### src/hw/can_xcvr_pkg.sv
// package: constants and carriers for the can transceiver control block
package can_xcvr_pkg;

    // ---------------------------------------------------------------
    // timing
    // ---------------------------------------------------------------
    localparam int CLK_PERIOD_PS        = 4000;
    localparam int TIMEOUT_NOM_US       = 2000;
    localparam int TIMEOUT_MIN_US       = 500;
    localparam int TIMEOUT_MAX_US       = 4000;
    localparam int ENABLE_TIME_US       = 40;
    localparam int TIMEOUT_CYCLES       = TIMEOUT_NOM_US * 1000000 / CLK_PERIOD_PS;
    localparam int TIMEOUT_MIN_CYCLES   = (TIMEOUT_MIN_US * 1000000 + CLK_PERIOD_PS - 1) / CLK_PERIOD_PS;
    // wide product: the picosecond figure of the longest timeout overflows 32 bits
    localparam int TIMEOUT_MAX_CYCLES   = int'(longint'(TIMEOUT_MAX_US) * 1000000 / CLK_PERIOD_PS);
    localparam int ENABLE_CYCLES        = (ENABLE_TIME_US * 1000000 + CLK_PERIOD_PS - 1) / CLK_PERIOD_PS;
    localparam int CNT_W                = 24;

    // ---------------------------------------------------------------
    // carriers
    // ---------------------------------------------------------------
    typedef struct packed {
        logic canh_out;
        logic canh_oe;
        logic canl_out;
        logic canl_oe;
    } bus_drive_t;

    typedef struct packed {
        logic rxd_out;
        logic rxd_oe;
        logic rx_load_on;
    } rx_side_t;

    typedef enum logic [1:0] {
        TX_OFF,
        TX_ARMING,
        TX_TIMED_OUT,
        TX_READY
    } tx_state_t;

endpackage : can_xcvr_pkg

### src/hw/sat_counter.sv
// file: saturating up-counter with clear and terminal flag
`timescale 1ns/10ps
module sat_counter #(
    parameter int W        = 24,
    parameter int TERMINAL = 16
) (
    // clock and reset
    input  wire logic clock,
    input  wire logic reset_n,
    // control
    input  wire logic clear,
    input  wire logic run,
    // status
    output logic      done
);

    logic [W-1:0] cnt_r;

    always_ff @(posedge clock)
    begin
        if (!reset_n || clear)
            cnt_r <= '0;
        else if (run && cnt_r != W'(TERMINAL))
            cnt_r <= cnt_r + 1'b1;
    end

    assign done = (cnt_r == W'(TERMINAL));

endmodule : sat_counter

### src/hw/can_tx_ctrl.sv
// file: can transceiver digital control with transmit dominant timeout
// Functional notes
// RQ1 - enabled with transmit low drives the bus dominant, canh high and canl low, bounded by the timeout.
// RQ2 - enabled with transmit high leaves both bus drivers released so the bus is recessive.
// RQ3 - shutdown high releases both drivers and the receive output, ignores transmit and drops the input load.
// RQ4 - when active the receive output is low on a dominant bus and follows the bus otherwise, own traffic included.
// RQ5 - transmit input is active low and an undriven input reads high as recessive.
// RQ6 - a dominant timeout timer of nominal 2 ms starts when transmit goes low.
// RQ7 - if transmit stays low to expiry the driver returns to recessive though transmit is still low.
// RQ8 - transmit going high clears the timer so the next low drives dominant again.
// RQ9 - the controller keeps a bit rate of at least 22 kbps so eleven dominant bits end before 0.5 ms.
// RQ10 - for up to 4 Mbps the controller holds the shutdown input firmly low for fastest slew.
// RQ11 - after enable the driver starts timed out and stays recessive until a falling transmit edge after the enable time.
// RQ12 - overtemperature forces the driver recessive while the receiver keeps working.
// RQ13 - the timer is a counter whose terminal count lies inside the guaranteed timeout window.
`timescale 1ns/10ps
module can_tx_ctrl #(
    parameter int TIMEOUT_CYCLES = can_xcvr_pkg::TIMEOUT_CYCLES,
    parameter int ENABLE_CYCLES  = can_xcvr_pkg::ENABLE_CYCLES
) (
    // clock and reset
    input  wire logic                     clock,
    input  wire logic                     reset_n,
    // controller side
    input  wire logic                     transmit_data_in,
    input  wire logic                     transmit_data_oe,
    input  wire logic                     shutdown_slew_ctrl,
    output can_xcvr_pkg::rx_side_t        rx_side,
    // bus side
    input  wire logic                     bus_dominant,
    output can_xcvr_pkg::bus_drive_t      bus_drive,
    // protection
    input  wire logic                     over_temp
);

    // ---------------------------------------------------------------
    // input conditioning
    // ---------------------------------------------------------------
    logic txd_eff;
    logic txd_prev_r;
    logic txd_fall;
    logic enabled;

    // pull-up: an undriven pin reads recessive
    assign txd_eff  = transmit_data_oe ? transmit_data_in : 1'b1; // RQ5
    assign enabled  = !shutdown_slew_ctrl;
    assign txd_fall = txd_prev_r && !txd_eff;

    always_ff @(posedge clock)
    begin
        if (!reset_n)
            txd_prev_r <= 1'b1;
        else
            txd_prev_r <= txd_eff;
    end

    // ---------------------------------------------------------------
    // transmitter state
    // ---------------------------------------------------------------
    can_xcvr_pkg::tx_state_t state_r;
    can_xcvr_pkg::tx_state_t state_nxt;
    logic en_done;
    logic to_done;

    sat_counter #(
        .W        (can_xcvr_pkg::CNT_W),
        .TERMINAL (ENABLE_CYCLES)
    ) u_enable_cnt (
        .clock    (clock),
        .reset_n  (reset_n),
        .clear    (state_r != can_xcvr_pkg::TX_ARMING),
        .run      (1'b1),
        .done     (en_done)
    );

    // timer runs only while dominant is requested; high clears it
    sat_counter #(
        .W        (can_xcvr_pkg::CNT_W),
        .TERMINAL (TIMEOUT_CYCLES)
    ) u_timeout_cnt (
        .clock    (clock),
        .reset_n  (reset_n),
        .clear    (txd_eff || state_r != can_xcvr_pkg::TX_READY), // RQ8
        .run      (1'b1), // RQ6 RQ13
        .done     (to_done)
    );

    always_comb
    begin
        state_nxt = state_r;
        case (state_r)
            can_xcvr_pkg::TX_OFF:
                if (enabled)
                    state_nxt = can_xcvr_pkg::TX_ARMING; // RQ11
            can_xcvr_pkg::TX_ARMING:
                if (en_done)
                    state_nxt = can_xcvr_pkg::TX_TIMED_OUT;
            can_xcvr_pkg::TX_TIMED_OUT:
                if (txd_fall)
                    state_nxt = can_xcvr_pkg::TX_READY; // RQ8 RQ11
            can_xcvr_pkg::TX_READY:
                if (to_done)
                    state_nxt = can_xcvr_pkg::TX_TIMED_OUT; // RQ7
            default:
                state_nxt = can_xcvr_pkg::TX_OFF;
        endcase
        if (!enabled)
            state_nxt = can_xcvr_pkg::TX_OFF; // RQ3
    end

    always_ff @(posedge clock)
    begin
        if (!reset_n)
            state_r <= can_xcvr_pkg::TX_OFF;
        else
            state_r <= state_nxt;
    end

    // ---------------------------------------------------------------
    // outputs
    // ---------------------------------------------------------------
    logic dom_nxt;
    logic dom_r;
    logic rx_oe_r;
    logic rxd_r;

    // dom_nxt drops the cycle the counter hits terminal; the timed-out stretch ends one edge later
    assign dom_nxt = (state_nxt == can_xcvr_pkg::TX_READY) && !txd_eff && !over_temp; // RQ1 RQ2 RQ12

    always_ff @(posedge clock)
    begin
        if (!reset_n)
            dom_r <= 1'b0;
        else
            dom_r <= dom_nxt;
    end

    always_ff @(posedge clock)
    begin
        if (!reset_n)
        begin
            rx_oe_r <= 1'b0;
            rxd_r   <= 1'b1;
        end
        else
        begin
            rx_oe_r <= enabled; // RQ3
            rxd_r   <= !(bus_dominant || dom_r); // RQ4
        end
    end

    assign bus_drive.canh_out = dom_r;
    assign bus_drive.canh_oe  = dom_r;
    assign bus_drive.canl_out = 1'b0;
    assign bus_drive.canl_oe  = dom_r;
    assign rx_side.rxd_out    = rxd_r;
    assign rx_side.rxd_oe     = rx_oe_r;
    assign rx_side.rx_load_on = rx_oe_r;

    // ---------------------------------------------------------------
    // checks
    // ---------------------------------------------------------------
    // release registers one edge after terminal count, so a full stretch is one cycle longer
    localparam int CW = can_xcvr_pkg::CNT_W;
    logic [can_xcvr_pkg::CNT_W-1:0] dom_run_r;

    always_ff @(posedge clock)
    begin
        if (!reset_n || !dom_r)
            dom_run_r <= '0;
        else
            dom_run_r <= dom_run_r + 1'b1;
    end
endmodule : can_tx_ctrl

### config.mk
export PLATFORM = sky130hd
export DESIGN_NAME = can_tx_ctrl
export DESIGN_NICKNAME = d
export VERILOG_FILES = /design/src/hw/can_xcvr_pkg.sv /design/src/hw/sat_counter.sv /design/src/hw/can_tx_ctrl.sv
export SDC_FILE = /design/constraint.sdc
export NUM_CORES = 1
export LEC_CHECK = 0
export BUFFER_PORTS_ARGS = -buffer_cell sky130_fd_sc_hd__buf_2
export CORE_MARGIN = 3
export CORE_UTILIZATION = 40
export CTS_CLUSTER_SIZE = 20
export DETAILED_ROUTE_END_ITERATION = 8
export GPL_TIMING_DRIVEN = 0
export SLEW_MARGIN = 0
export SYNTH_ARGS = -nofsm -noshare
export SYNTH_HDL_FRONTEND = slang
export SYNTH_SLANG_ARGS = --single-unit
### constraint.sdc
create_clock -name clock -period 1.55 [get_ports clock]
set_input_delay 0.0775 -clock clock [delete_from_list [all_inputs] [get_ports clock]]
set_output_delay 0.0775 -clock clock [all_outputs]
set_load 0.02 [all_outputs]
## Word level (Yosys, flattened, before mapping)

Index checks and enable logic that the tools add are counted.

- Add/subtract/negate cells: 2
- Equal/unequal tests: 10
- Mux-type cells: 6
- Reduce and logical (&&, ||, !) cells: 13

Operators with widths:

| cell | count |
|---|---|
| $add 24x1->24 const B | 2 |
| $eq 24x14->1 const B | 1 |
| $eq 24x19->1 const B | 1 |
| $ne 24x14->1 const B | 1 |
| $ne 24x19->1 const B | 1 |
| $mux 2 | 4 |
| $pmux 2 s4 | 1 |
| $eq 2x2->1 const B | 3 |
| $logic_not 1->1 | 5 |
| $logic_or 1x1->1 | 4 |
| $logic_and 1x1->1 | 3 |
| $eq 2x1->1 const B | 1 |
| $logic_not 2->1 | 1 |
| $ne 2x1->1 const B | 1 |
| $ne 2x2->1 const B | 1 |
| $mux 1 | 1 |

- Register bits after elaboration: 54
- Bits of input ports: 7
- Output and inout bits: 7
- Word-level logic and storage cells: 38

## Depth between registers and ports, before layout

- Word-level depth: 9
- Gate-level depth with buffers: 6
- Depth with buffers taken out: 6

## By module

From an unflattened synthesis, not the netlist that was laid out.

- Cell total of the unflattened synthesis: 308
- Area, all modules: 2,636.3 µm²

By module, submodules not included:

| module | instances | cells each | area an instance (µm²) | sequential area each (µm²) |
|---|---|---|---|---|
| sat_counter at u_timeout_cnt | 1 | 143 | 1,194.9 | 480.5 |
| sat_counter at u_enable_cnt | 1 | 135 | 1,161.1 | 480.5 |
| can_tx_ctrl | 1 | 30 | 280.3 | 120.1 |

## Least setup slack after synthesis

Ideal clock, no wire load.

- Path kind: reg2reg
- Start point: register u_timeout_cnt.cnt_r[10]
- End point: register u_timeout_cnt.cnt_r[15]
- Setup time: 73 ps
- Arrival time: 1,596 ps
- Data required time: 1,477 ps
- Slack: -119 ps
- Cell stages (with the launch flop): 6
- Buffers on the path: 1
- Period minus slack after synthesis: 1,669 ps
- Path through: dfxtp_1 -> nand3_2 -> or4_4 -> buf_6 -> or3_1 -> a21oi_1

- Longest elaborated chain between the ends: 1
- Elaborated cells between the ends (all ways): 2
- Classes of those cells: add/sub: 1; eq/ne: 1

Ends and longest elaborated chain:

| item | line | text |
|---|---|---|
| start: declaration | sat_counter.sv:17 | `logic [W-1:0] cnt_r;` |
| start signal: assignment | sat_counter.sv:24 | `cnt_r <= cnt_r + 1'b1;` |
| $add 24x1->24 / $ne 24x19->1 (equally long branches) | sat_counter.sv:24, sat_counter.sv:23 |  |

Parallel ways exist; a longest one is shown, timed or not.
A chain may end at the register's enable or synchronous reset.

## Worst setup path in the final report

- Start point: register u_timeout_cnt.cnt_r[9]
- End point: register u_timeout_cnt.cnt_r[19]

Same word-level chain as after synthesis.

==> results.txt <==
Outcome - finished, violations left
Violated checks - setup timing
Root Buffer - clkbuf_8
Vias/cell - 5.11
Critical path type - flip-flop to flip-flop
Die Y - 85.1 um
Clk_skew - 0.0149 ns
Post-synth EDFFs - 0
Cts bufs inserted - 5
GRT Overall Usage - 14.0%
RD Place Congestion - 0.731
IO buf count - 12
Share of cells above drive strength 1 - 34.1%
Num rows - 28
Critical Path Source Type - flip-flop
Seq cells post-synth - 54
DRC - 0
Arr. time, crit path - 1.79 ns
Final WS setup - -0.0674 ns
I/O pins - 14
Area Overhead vs Synth - 26.9%
CP Data Required Time - 1.72 ns
Initial antenna violation count - 0
Top achievable clock speed - 618 MHz
Die area - 7230 um2
Finished Cell Area - 3170 um2
Clock Path Buffers - 2
Chip Width - 85.1 um
Clock-pin slew on the worst setup and hold paths - 0.10 ns
Most frequent cells in the layout - nor2_1 (49), buf_4 (24), dfxtp_1 (23)
Vias in the first global route - 1837
Mapped Avg Cell Area - 8.74 um2
Crit path capture type - flip-flop
Commonest non-fill, non-tap cell in the layout - nor2_1
Power Internal - 1.78 mW
Synth warnings - 0
Max FO, Critical Path - 5
Post-synth ARST share - 0%
Iteration-0 DRC Markers - 118
Hold WS - 0.0117 ns
HP Class - primary input to flip-flop
Core area - 5990 um2
Slowest cell on crit path - or4_4
Unrepaired setup endpoints after global routing - true
Pins Over Slew Limit - 0
Net Switching - 0.491 mW
Final setup fails - 8
Logic gate share of total power - 2.7%
Post-Route Utilization - 53.0%
Ant. Diodes - 0
Hold Vio Cnt, Final - 0
Sw frac - 21.7%
Nets - 338
Clock sinks - 54
HPWL Detailed - 3130 um
Setup TNS Final - -0.276 ns
Register area share after synthesis - 43.2%
CTS tree - done
Pwr Density - 715 nW/um2
Clk pwr share - 36.4%
CP max stage delay - 0.59 ns
Pin count of the biggest net entering global routing - 17
Grt total ovfl - 0
Starting Density - 41.7%
DR vias - 2061
Clk_lat worst skew - 0.31 ns
Cell Area, Placed - 2670 um2
Crit-path cells - nand3_4 -> or4_4 -> nor4_4 -> xnor2_1 -> nor2_1
First-pass GRT wire length - 8340 um
Min cycle time layout - 1.62 ns
Fillers - 545
WL/cell - 12.6 um
Post-route ant nets - 0
Final period utilization - 104%
Sequential power share - 60.9%
Lkg Pwr - 1.09 nW
WL final - 5090 um
Syn nets - 297
H-tree depth - 2
Mapped Cells - 286
VDD IR-drop max - 0.522 mV
Main synth FF type - dfxtp_1
Drt pass-1 iters - 4
Post-Syn Area - 2500 um2
Unique masters post-synth - 38
Max Cap Viol - 0
## worst max-delay path: cells and delay by family (launching register included)
family        cells  cell delay, ns
xor+xnor          1            0.15
simple gates      4            0.97
flops             1            0.38
## stage by stage
| step | total power [mW] | worst slack [ns] | std cells |
|---|---|---|---|
| finish | 2.27 | -0.0674 | 403 |
| global route | 2.36 | -0.141 | 403 |
| CTS | 2.31 | -0.0682 | 396 |
| detailed placement | 1.48 | -0.293 | 373 |
| floorplan | 1.46 | -0.0614 | 286 |
| global placement | 1.48 | -0.326 | 373 |
## metal layers
layer,routed length (um),global-route usage (%),vias to the layer above
li1,-,-,1051
met1,2440,18.4,982
met2,2440,23.0,21
met3,150,2.91,7
met4,61,4.75,0
met5,0,0,-
## power by group through the flow
| stage | logic (mW) | registers [mW] | clock network (mW) |
|---|---|---|---|
| after floorplan | 0.0357 | 1.43 | 0 |
| after global placement | 0.0529 | 1.43 | 0 |
| after detailed placement | 0.0537 | 1.43 | 0 |
| after CTS | 0.0621 | 1.39 | 0.857 |
| after global routing | 0.0691 | 1.38 | 0.910 |
| final | 0.0618 | 1.38 | 0.825 |
## timing repair
item	4_1_cts	5_1_grt
endpoints found under the setup margin	37	34
gates cloned	1	0
buffers inserted	11	7
resized for setup	36	37
hold buffers	4	0
pin swaps	10	11
endpoints found under the hold margin	2	0
## Yosys cell counts (2+ instances only)
library cell,instances,share of area [%]
a21oi_1,10,2.0
and3_1,5,1.3
and4_1,2,0.70
buf_4,7,2.1
clkbuf_1,5,0.75
dfxtp_1,54,43
ha_1,4,2.0
inv_1,13,2.0
mux2i_1,2,0.80
nand2_1,15,2.3
nand2b_1,3,0.75
nand3_1,13,2.6
nand4_1,13,3.3
nor2_1,50,7.5
nor2b_1,2,0.50
nor3_1,12,2.4
nor3_2,2,0.80
nor4_1,6,1.5
nor4_4,2,1.7
nor4b_1,2,0.70
o21ai_0,6,1.2
or3_1,5,1.3
xnor2_1,22,7.7
xor2_1,17,6.0
## final cells by class
| cell class | count | area (um2) | share of cell area [%] |
|---|---|---|---|
| clock buffer | 7 | 86.3 | 2.72 |
| tap | 75 | 93.8 | 2.96 |
| inverter | 13 | 48.8 | 1.54 |
| timing repair buffer | 34 | 239 | 7.53 |
| sequential | 54 | 1140 | 36.1 |
| multi-input combinational | 207 | 1470 | 46.3 |
| buffer | 12 | 81.3 | 2.56 |
| clock inverter | 1 | 8.76 | 0.276 |
## path summary, 6_finish.rpt
path	start	to	slack, ns	cells after the start
setup / recovery	u_timeout_cnt.cnt_r[9]	u_timeout_cnt.cnt_r[19]	-0.07	5
setup reg to reg	u_timeout_cnt.cnt_r[9]	u_timeout_cnt.cnt_r[19]	-0.07	5
hold reg to reg	u_timeout_cnt.cnt_r[2]	u_timeout_cnt.cnt_r[2]	0.51	2
hold / removal	over_temp	dom_r	0.01	3
## sequential cells by signal, summed over array words and instances, names as in the netlist
| register | count |
|---|---|
| dom_r | 1 |
| rx_oe_r | 1 |
| rxd_r | 1 |
| state_r | 2 |
| txd_prev_r | 1 |
| u_enable_cnt.cnt_r | 24 |
| u_timeout_cnt.cnt_r | 24 |
## logic make-up after synthesis
kind of cell	after synthesis	synth area share [%]
buffers and inverters	26	5.26
xor gates and xnor gates	39	13.7
and+or+nand+nor	143	31.4
muxes	2	0.801
adders and majority gates	4	2.00
AOI/OAI and AO/OA	17	3.50
other	1	0.150
DFF	54	43.2
Note: power is estimated with default switching activity, not from simulation.
